File: config.mk
export PLATFORM = sky130hd
export DESIGN_NAME = nfcd_host
export DESIGN_NICKNAME = d
export VERILOG_FILES = /design/src/hw/nfcd_pkg.sv /design/src/hw/nfcd_host.sv
export SDC_FILE = /design/constraint.sdc
export NUM_CORES = 1
export LEC_CHECK = 0
export ABC_AREA = 1
export BUFFER_PORTS_ARGS = -buffer_cell sky130_fd_sc_hd__buf_2
export CORE_UTILIZATION = 57
export CTS_CLUSTER_DIAMETER = 150
export DETAILED_ROUTE_END_ITERATION = 6
export PLACE_DENSITY = 0.79
export SLEW_MARGIN = 5
export SYNTH_ARGS = -nofsm -noshare
export SYNTH_HDL_FRONTEND = slang
export SYNTH_SLANG_ARGS = --single-unit
File: constraint.sdc
create_clock -name ref_clk -period 2.4 [get_ports ref_clk]
set_clock_uncertainty 0.15 [all_clocks]
set_input_delay 0.24 -clock ref_clk [delete_from_list [all_inputs] [get_ports ref_clk]]
set_output_delay 0.24 -clock ref_clk [all_outputs]
set_load 0.005 [all_outputs]
File: src/hw/nfcd_pkg.sv
// Notes on behaviour
// - one F0 write anywhere returns to array read; used to leave identification.
// - all command cycles are writes except array reads and the identification read.
// - in array-read mode any read returns data without prior commands.
// - identification: AA@555, 55@2AA, 90@555, then read offset 00 or 01.
// - byte mode unlock addresses AAA, 555, AAA; identification offsets double.
// - region entry: AA@555, 55@2AA, 88@555.
// - region exit: AA@555, 55@2AA, 90@555, 00 anywhere.
// - query: 98 at 55 (AA byte), only from read or identification mode; the host admits it whenever not in bypass and no sector erase is tracked.
// - program: AA@555, 55@2AA, A0@555, then data at program address.
// - bypass entry AA, 55, 20; bypass program is A0 then data.
// - bypass left by 90 then 00, or by a single F0.
// - chip erase: AA, 55, 80, AA, 55, then 10 at 555.
// - sector erase: same five writes, then 30 at sector address.
// - within the erase window each added sector is one 30 write.
// - after sector erase a 50 us window admits more sectors.
package nfcd_pkg;
    // ****************************************
    // command codes and unlock addresses
    // ****************************************
    localparam logic [7:0] DAT_UNLK1 = 8'haa;
    localparam logic [7:0] DAT_UNLK2 = 8'h55;
    localparam logic [7:0] DAT_RESET = 8'hf0;
    localparam logic [7:0] DAT_IDENT = 8'h90;
    localparam logic [7:0] DAT_OTP = 8'h88;
    localparam logic [7:0] DAT_ZERO = 8'h00;
    localparam logic [7:0] DAT_QUERY = 8'h98;
    localparam logic [7:0] DAT_PROG = 8'ha0;
    localparam logic [7:0] DAT_BYPASS = 8'h20;
    localparam logic [7:0] DAT_ESETUP = 8'h80;
    localparam logic [7:0] DAT_CHIP = 8'h10;
    localparam logic [7:0] DAT_SECT = 8'h30;
    localparam logic [7:0] DAT_SUSP = 8'hb0;
    localparam logic [19:0] ADR_W1 = 20'h00555;
    localparam logic [19:0] ADR_W2 = 20'h002aa;
    localparam logic [19:0] ADR_B1 = 20'h00aaa;
    localparam logic [19:0] ADR_B2 = 20'h00555;
    localparam logic [19:0] ADR_QW = 20'h00055;
    localparam logic [19:0] ADR_QB = 20'h000aa;
    // ****************************************
    // timing, 10 MHz reference
    // ****************************************
    localparam int CLK_NS = 100;
    localparam int T_WP_NS = 35;
    localparam int T_WPH_NS = 30;
    localparam int T_ACC_NS = 70;
    localparam int T_EWIN_US = 50;
    localparam int SYNC_CYC = 2;
    localparam logic [3:0] WP_CYC = 4'((T_WP_NS + CLK_NS - 1) / CLK_NS);
    localparam logic [3:0] WPH_CYC = 4'((T_WPH_NS + CLK_NS - 1) / CLK_NS);
    localparam logic [3:0] ACC_CYC = 4'((T_ACC_NS + CLK_NS - 1) / CLK_NS + SYNC_CYC);
    localparam logic [9:0] EWIN_CYC = 10'((T_EWIN_US * 1000) / CLK_NS);
    // ****************************************
    // types
    // ****************************************
    typedef enum logic [3:0] {
        C_READ, C_RESET, C_IDENT, C_OTP_IN, C_OTP_OUT, C_QUERY, C_PROG, C_BYP_IN,
        C_BYP_PROG, C_BYP_OUT, C_CHIP_ERASE, C_SECT_ERASE, C_SECT_ADD, C_SUSPEND, C_RESUME
    } nfcd_cmd_type;
    typedef struct packed {
        nfcd_cmd_type cmd;
        logic byte_mode;
        logic [19:0] addr;
        logic [15:0] data;
    } nfcd_req_type;
    typedef struct packed {
        logic err;
        logic [15:0] data;
    } nfcd_rsp_type;
    typedef struct packed {
        logic rd;
        logic last;
        logic [19:0] addr;
        logic [15:0] data;
    } nfcd_cyc_type;
endpackage

File: src/hw/nfcd_host.sv
`timescale 1ns/1ps
module nfcd_host (
    // clock and reset
    input wire logic ref_clk,
    input wire logic reset_n,
    // command port
    input wire logic req_valid,
    input wire nfcd_pkg::nfcd_req_type req,
    output logic req_ready,
    output logic rsp_valid,
    output nfcd_pkg::nfcd_rsp_type rsp,
    // mode status
    output logic bypass_mode,
    output logic ident_mode,
    output logic erase_window_open,
    output logic erase_suspended,
    // flash pins
    output logic [19:0] fl_addr,
    output logic [15:0] fl_dq_o,
    output logic fl_dq_oe,
    input wire logic [15:0] fl_dq_i,
    output logic fl_ce_n,
    output logic fl_we_n,
    output logic fl_oe_n
);
    import nfcd_pkg::*;

    // ****************************************
    // cycle table
    // ****************************************
    function automatic nfcd_cyc_type seq_cycle(input nfcd_req_type r, input logic [2:0] i);
        logic [19:0] u1;
        logic [19:0] u2;
        logic [7:0] cd;
        nfcd_cyc_type c;
        u1 = r.byte_mode ? ADR_B1 : ADR_W1;
        u2 = r.byte_mode ? ADR_B2 : ADR_W2;
        c = '{rd: 1'b0, last: 1'b0, addr: u1, data: 16'h0000};
        cd = DAT_ZERO;
        case (r.cmd)
            C_READ: begin
                c.rd = 1'b1;
                c.addr = r.addr;
                c.last = 1'b1;
            end
            C_RESET, C_SUSPEND, C_RESUME: begin
                c.addr = r.addr;
                c.last = 1'b1;
                case (r.cmd)
                    C_RESET: cd = DAT_RESET;
                    C_SUSPEND: cd = DAT_SUSP;
                    default: cd = DAT_SECT;
                endcase
            end
            C_QUERY: begin
                c.addr = r.byte_mode ? ADR_QB : ADR_QW;
                cd = DAT_QUERY;
                c.last = 1'b1;
            end
            C_SECT_ADD: begin
                c.addr = r.addr;
                cd = DAT_SECT;
                c.last = 1'b1;
            end
            C_BYP_PROG: begin
                c.addr = (i == 3'd0) ? u1 : r.addr;
                cd = DAT_PROG;
                c.last = (i == 3'd1);
            end
            C_BYP_OUT: begin
                cd = (i == 3'd0) ? DAT_IDENT : DAT_ZERO;
                c.last = (i == 3'd1);
            end
            default: begin
                // unlock pair then command, some with extra cycles
                if (i == 3'd1 || i == 3'd4) begin
                    c.addr = u2;
                    cd = DAT_UNLK2;
                end else if (i != 3'd2) begin
                    cd = DAT_UNLK1;
                end
                if (i == 3'd2) begin
                    case (r.cmd)
                        C_IDENT, C_OTP_OUT: cd = DAT_IDENT;
                        C_OTP_IN: cd = DAT_OTP;
                        C_PROG: cd = DAT_PROG;
                        C_BYP_IN: cd = DAT_BYPASS;
                        default: cd = DAT_ESETUP;
                    endcase
                    c.last = (r.cmd == C_OTP_IN) || (r.cmd == C_BYP_IN);
                end
                if (i == 3'd3 && r.cmd != C_CHIP_ERASE && r.cmd != C_SECT_ERASE) begin
                    c.last = 1'b1;
                    c.addr = r.addr;
                    if (r.cmd == C_IDENT) begin
                        c.rd = 1'b1;
                        c.addr = r.byte_mode ? {r.addr[18:0], 1'b0} : r.addr;
                    end else if (r.cmd == C_OTP_OUT) begin
                        cd = DAT_ZERO;
                    end
                end
                if (i == 3'd5) begin
                    c.last = 1'b1;
                    if (r.cmd == C_SECT_ERASE) begin
                        c.addr = r.addr;
                        cd = DAT_SECT;
                    end else begin
                        cd = DAT_CHIP;
                    end
                end
            end
        endcase
        if (r.cmd == C_PROG && i == 3'd3 || r.cmd == C_BYP_PROG && i == 3'd1) begin
            c.data = r.data;
        end else begin
            c.data = {8'h00, cd};
        end
        return c;
    endfunction

    // ****************************************
    // admission by tracked mode
    // ****************************************
    function automatic logic allowed(input nfcd_cmd_type k, input logic byp, input logic win,
                                     input logic ers, input logic sus);
        logic ok;
        ok = 1'b1;
        if (byp) begin
            ok = (k == C_BYP_PROG) || (k == C_BYP_OUT) || (k == C_RESET) || (k == C_READ);
        end else begin
            case (k)
                C_BYP_PROG, C_BYP_OUT: ok = 1'b0;
                C_QUERY: ok = !ers;
                C_SECT_ADD: ok = win;
                C_SUSPEND: ok = ers && !sus;
                C_RESUME: ok = sus;
                C_CHIP_ERASE, C_SECT_ERASE, C_BYP_IN, C_OTP_IN, C_OTP_OUT: ok = !ers;
                default: ok = 1'b1;
            endcase
        end
        return ok;
    endfunction

    typedef enum logic [2:0] {S_IDLE, S_SET, S_PULSE, S_REC, S_RDWAIT, S_DONE} nfcd_state_type;

    nfcd_state_type state_q;
    nfcd_req_type req_q;
    nfcd_cyc_type cyc;
    logic [2:0] idx_q;
    logic [3:0] cnt_q;
    logic [15:0] dq_s1_q;
    logic [15:0] dq_s2_q;
    logic [15:0] rdat_q;
    logic err_q;
    logic byp_q;
    logic id_q;
    logic ers_q;
    logic sus_q;
    logic [9:0] win_q;

    assign cyc = seq_cycle(req_q, idx_q);
    assign req_ready = (state_q == S_IDLE);
    assign bypass_mode = byp_q;
    assign ident_mode = id_q;
    assign erase_window_open = (win_q != 10'h000);
    assign erase_suspended = sus_q;

    // ****************************************
    // data pin synchroniser
    // ****************************************
    always_ff @(posedge ref_clk or negedge reset_n) begin
        if (!reset_n) begin
            dq_s1_q <= 16'h0000;
            dq_s2_q <= 16'h0000;
        end else begin
            dq_s1_q <= fl_dq_i;
            dq_s2_q <= dq_s1_q;
        end
    end

    // ****************************************
    // bus cycle sequencer
    // ****************************************
    always_ff @(posedge ref_clk or negedge reset_n) begin
        if (!reset_n) begin
            state_q <= S_IDLE;
            req_q <= '0;
            idx_q <= 3'd0;
            cnt_q <= 4'h0;
            err_q <= 1'b0;
            rdat_q <= 16'h0000;
        end else begin
            case (state_q)
                S_IDLE: begin
                    idx_q <= 3'd0;
                    if (req_valid) begin
                        req_q <= req;
                        err_q <= !allowed(req.cmd, byp_q, erase_window_open, ers_q, sus_q);
                        state_q <= allowed(req.cmd, byp_q, erase_window_open, ers_q, sus_q)
                                   ? S_SET : S_DONE;
                    end
                end
                S_SET: begin
                    // address, data, ce and the strobe are all driven on the same edge
                    cnt_q <= cyc.rd ? ACC_CYC : WP_CYC;
                    state_q <= cyc.rd ? S_RDWAIT : S_PULSE;
                end
                S_PULSE: begin
                    cnt_q <= cnt_q - 4'h1;
                    if (cnt_q == 4'h1) begin
                        cnt_q <= WPH_CYC;
                        state_q <= S_REC;
                    end
                end
                S_RDWAIT: begin
                    cnt_q <= cnt_q - 4'h1;
                    if (cnt_q == 4'h1) begin
                        rdat_q <= req_q.byte_mode ? {8'h00, dq_s2_q[7:0]} : dq_s2_q;
                        cnt_q <= WPH_CYC;
                        state_q <= S_REC;
                    end
                end
                S_REC: begin
                    cnt_q <= cnt_q - 4'h1;
                    if (cnt_q == 4'h1) begin
                        idx_q <= idx_q + 3'd1;
                        state_q <= cyc.last ? S_DONE : S_SET;
                    end
                end
                S_DONE: state_q <= S_IDLE;
                default: state_q <= S_IDLE;
            endcase
        end
    end

    // ****************************************
    // pin drive
    // ****************************************
    always_ff @(posedge ref_clk or negedge reset_n) begin
        if (!reset_n) begin
            fl_addr <= 20'h00000;
            fl_dq_o <= 16'h0000;
            fl_dq_oe <= 1'b0;
            fl_ce_n <= 1'b1;
            fl_we_n <= 1'b1;
            fl_oe_n <= 1'b1;
        end else begin
            case (state_q)
                S_SET: begin
                    fl_addr <= cyc.addr;
                    fl_dq_o <= cyc.data;
                    fl_dq_oe <= !cyc.rd;
                    fl_ce_n <= 1'b0;
                    fl_oe_n <= !cyc.rd;
                    fl_we_n <= cyc.rd;
                end
                S_PULSE, S_RDWAIT: begin
                    if (cnt_q == 4'h1) begin
                        // we and ce rise together; data and address held past it
                        fl_we_n <= 1'b1;
                        fl_ce_n <= 1'b1;
                        fl_oe_n <= 1'b1;
                    end
                end
                S_REC: begin
                    if (cnt_q == 4'h1) begin
                        fl_dq_oe <= 1'b0;
                    end
                end
                default: begin
                    fl_ce_n <= 1'b1;
                    fl_we_n <= 1'b1;
                    fl_oe_n <= 1'b1;
                    fl_dq_oe <= 1'b0;
                end
            endcase
        end
    end

    // ****************************************
    // answer
    // ****************************************
    always_ff @(posedge ref_clk or negedge reset_n) begin
        if (!reset_n) begin
            rsp_valid <= 1'b0;
            rsp <= '0;
        end else begin
            rsp_valid <= (state_q == S_DONE);
            if (state_q == S_DONE) begin
                rsp.err <= err_q;
                rsp.data <= (!err_q && req_q.cmd inside {C_READ, C_IDENT}) ? rdat_q : 16'h0000;
            end
        end
    end

    // ****************************************
    // mode tracking
    // ****************************************
    always_ff @(posedge ref_clk or negedge reset_n) begin
        if (!reset_n) begin
            byp_q <= 1'b0;
            id_q <= 1'b0;
            ers_q <= 1'b0;
            sus_q <= 1'b0;
            win_q <= 10'h000;
        end else begin
            if (win_q != 10'h000) begin
                win_q <= win_q - 10'h001;
            end
            if (state_q == S_DONE && !err_q) begin
                case (req_q.cmd)
                    C_RESET: begin
                        // also ends a pending window or tracked erase
                        byp_q <= 1'b0;
                        id_q <= 1'b0;
                        ers_q <= 1'b0;
                        sus_q <= 1'b0;
                        win_q <= 10'h000;
                    end
                    C_IDENT: id_q <= 1'b1;
                    C_BYP_IN: byp_q <= 1'b1;
                    C_BYP_OUT: byp_q <= 1'b0;
                    C_SECT_ERASE, C_SECT_ADD: begin
                        ers_q <= 1'b1;
                        win_q <= EWIN_CYC;
                    end
                    C_SUSPEND: begin
                        sus_q <= 1'b1;
                        win_q <= 10'h000;
                    end
                    C_RESUME: sus_q <= 1'b0;
                    default: id_q <= id_q;
                endcase
            end
        end
    end
endmodule

==> impl_metrics.json <==
{
  "rsz0062_at_grt": "no",
  "first_pass_iters": 7,
  "finalNetCount": 1162,
  "path_clk_slew_ps": 70,
  "synth_area_um2": 7789,
  "drive_above_1_share_pct": 18.91,
  "gp_congestion": 0.8981,
  "vias": 6824,
  "ys_warn_count": 0,
  "ys_seq_elements": 172,
  "cts_buffers": 17,
  "worst_setup_path_end_kind": "flop",
  "worst_pin_slew_ps": 588.1,
  "synth_cells": 907,
  "timing.final.crit_share_pct": 93.68,
  "synth-simple-area-share_pct": 21.00,
  "first_global_vias": 6588,
  "rows": 42,
  "cp.arrival_ps": 2470,
  "die_area_um2": 14140,
  "hpwl_um": 11780,
  "grt-ovfl-total": 0,
  "place_area_um2": 8655,
  "grt.total_usage_pct": 28.47,
  "layoutNonFillerInstCount": 1281,
  "antenna_left": 0,
  "wl_per_cell_um": 14.68,
  "fin_crit_ps": 2248,
  "drt-initial-drc-count": 538,
  "synthToLayoutAreaGrowth_pct": 26.18,
  "h-tree-depth": 4,
  "drv_slew": 0,
  "grt_max_degree": 67,
  "start_util_pct": 58.58,
  "hold_viol": 0,
  "syn_nets": 977,
  "fin_area_um2": 9828,
  "worstSetupPathType": "reg -> reg",
  "dp.cells": 1191,
  "synth_compound_area_share_pct": 14.47,
  "p_leak_nw": 5.011,
  "ios": 123,
  "synth_top_family_by_area": "simple AND/OR/NAND/NOR gates",
  "cts_setup_buffers": 0,
  "critPathLaunchType": "flop",
  "die_w_um": 118.9,
  "drc_errors": 14,
  "max-cap-violations": 0,
  "total_power_mw": 12.32,
  "clkSinkCount": 172,
  "cp_max_fo": 5,
  "yosysSeqAreaShare_pct": 55.31,
  "die_h_um": 118.9,
  "syn_avg_cell_area_um2": 8.587,
  "status": "finished with violations",
  "insertion_delay_ps": 430,
  "whs_ps": 113.5,
  "synthMuxAreaShare_pct": 0,
  "synth_fa_ha_area_share_pct": 1.606,
  "ir_drop_mv": 0.7678,
  "root_buffer": "clkbuf_16",
  "portBuffers": 122,
  "cts.path.max_buffers": 2,
  "viasPerCell": 5.327,
  "fmax_mhz": 444.8,
  "wirelength_um": 18810,
  "cp.required_ps": 2620,
  "synthDistinctLibCells": 44,
  "grt_pass1_wl_um": 31460,
  "max-slew-margin-rel_pct": 60.68,
  "synth-xor-area-share_pct": 0.6747,
  "n_antenna_cell": 0,
  "antenna_found_initial": 0,
  "setup_viol": 0,
  "tns_ps": 0,
  "coreArea_um2": 13300,
  "violations": "design-rule violations",
  "cts_tree": "built",
  "min-delay-path-class": "in -> async",
  "p_per_area_nw_per_um2": 1253
}
-- Yosys cell counts, drive strengths merged --
cell	instances	area share (%)
nand2	254	12
dfrtp	169	54
inv	102	4.9
o21ai	97	6.4
nor2	65	3.4
a21oi	47	3.2
nand3	46	3.2
buf	17	1.2
clkbuf	15	0.74
or2	11	0.88
a21boi	10	0.96
ha	10	1.6
nor3	10	0.79
a2bb2oi	8	1.1
a31oi	8	0.64
o211ai	8	0.77
xor2	6	0.67
o22ai	4	0.32
a211oi	3	0.29
dfstp	3	1.0
nand4	3	0.24
o31ai	3	0.29
o21a	2	0.19
a22oi	1	0.096
and3	1	0.080
clkinv	1	0.048
nand3b	1	0.096
o221ai	1	0.11
o32ai	1	0.11
-- placed cells by master (no fill, tap or decap), drive strengths merged, types with 18 or more instances in the layout --
cell | netlist | routed
clkbuf | 15 | 18
buf | 17 | 140
dlygate4sd3 | 0 | 58
inv | 102 | 113
nand3 | 46 | 46
nand2 | 254 | 254
dfrtp | 169 | 169
o21ai | 97 | 97
nor2 | 65 | 65
a21oi | 47 | 47
-- state kept, by name, indices dropped and copies added (netlist names), 3 cells and up --
register	cells
req_q	41
idx_q	3
state_q	3
rdat_q	16
cnt_q	4
rsp	17
fl_addr	20
dq_s2_q	16
win_q	10
dq_s1_q	16
fl_dq_o	16
-- cells by family (layout without fill, tap and decap cells) --
group / after synthesis / after routing
fa+ha+maj: 10 / 10
flops: 172 / 172
buf+inv: 135 / 333
simple gates: 391 / 391
xor+xnor: 6 / 6
compound gates: 193 / 193
-- path summary, 6_finish.rpt --
path | cells after the start | endpoint | slack [ps] | start
min | 2 | fl_dq_o[9] | 110 | reset_n
min reg2reg | 0 | dq_s2_q[9] | 200 | dq_s1_q[9]
max reg2reg | 14 | fl_addr[8] | 150 | idx_q[1]
max | 14 | fl_addr[8] | 150 | idx_q[1]
min in group ref_clk | 6 | state_q[2] | 180 | req_valid
max in group asynchronous | 3 | req_q[28] | 1290 | reset_n
-- area by class of cell --
cell class | count | area, µm²
Clock buffer | 18 | 429.2
Clock inverter | 14 | 163.9
Fill cell | 989 | 3467
Inverter | 103 | 386.6
Multi-Input combinational cell | 600 | 2950
Sequential cell | 172 | 4308
Tap cell | 176 | 220.2
Timing Repair Buffer | 198 | 1370
-- critical path, cell delays in order, from the launching register on --
cell     delay (ps)
dfrtp_1         400
inv_1           100
ha_1            180
nand2_1         120
o21ai_1         130
inv_1            90
ha_1            290
inv_1            60
o21ai_0         200
inv_1           150
nand2_1         100
nand2_1          50
nand2_1          60
nand2_1          50
nand2_1          70
-- power breakdown --
part	total (mW)	internal [mW]	switching, mW
clock network	2.76	1.50	1.26
registers	4.57	3.89	0.680
logic	4.99	1.87	3.12
-- stage by stage --
step	utilization (%)	worst slack (ps)
global placement	65.10	318.0
CTS	73.92	178.2
detailed placement	65.10	213.6
global route	73.92	18.31
floorplan	-	455.7
finish	73.92	151.6
-- metal layers --
| metal | global-route usage, % | wire length, µm | vias to the layer above | share of wire (%) |
|---|---|---|---|---|
| li1 | - | - | 3304 | - |
| met1 | 38.73 | 8035 | 3201 | 43 |
| met2 | 44.66 | 9109 | 270 | 48 |
| met3 | 5.556 | 1167 | 49 | 6.2 |
| met4 | 12.74 | 495 | 0 | 2.6 |
| met5 | 0 | 0 | - | 0 |
-- what timing repair did --
action	CTS	global route
gates resized for setup	0	1
hold endpoints to repair	226	0
endpoints found under the setup margin	0	3
hold buffers	58	0
Note: power is estimated with default switching activity, not from simulation.
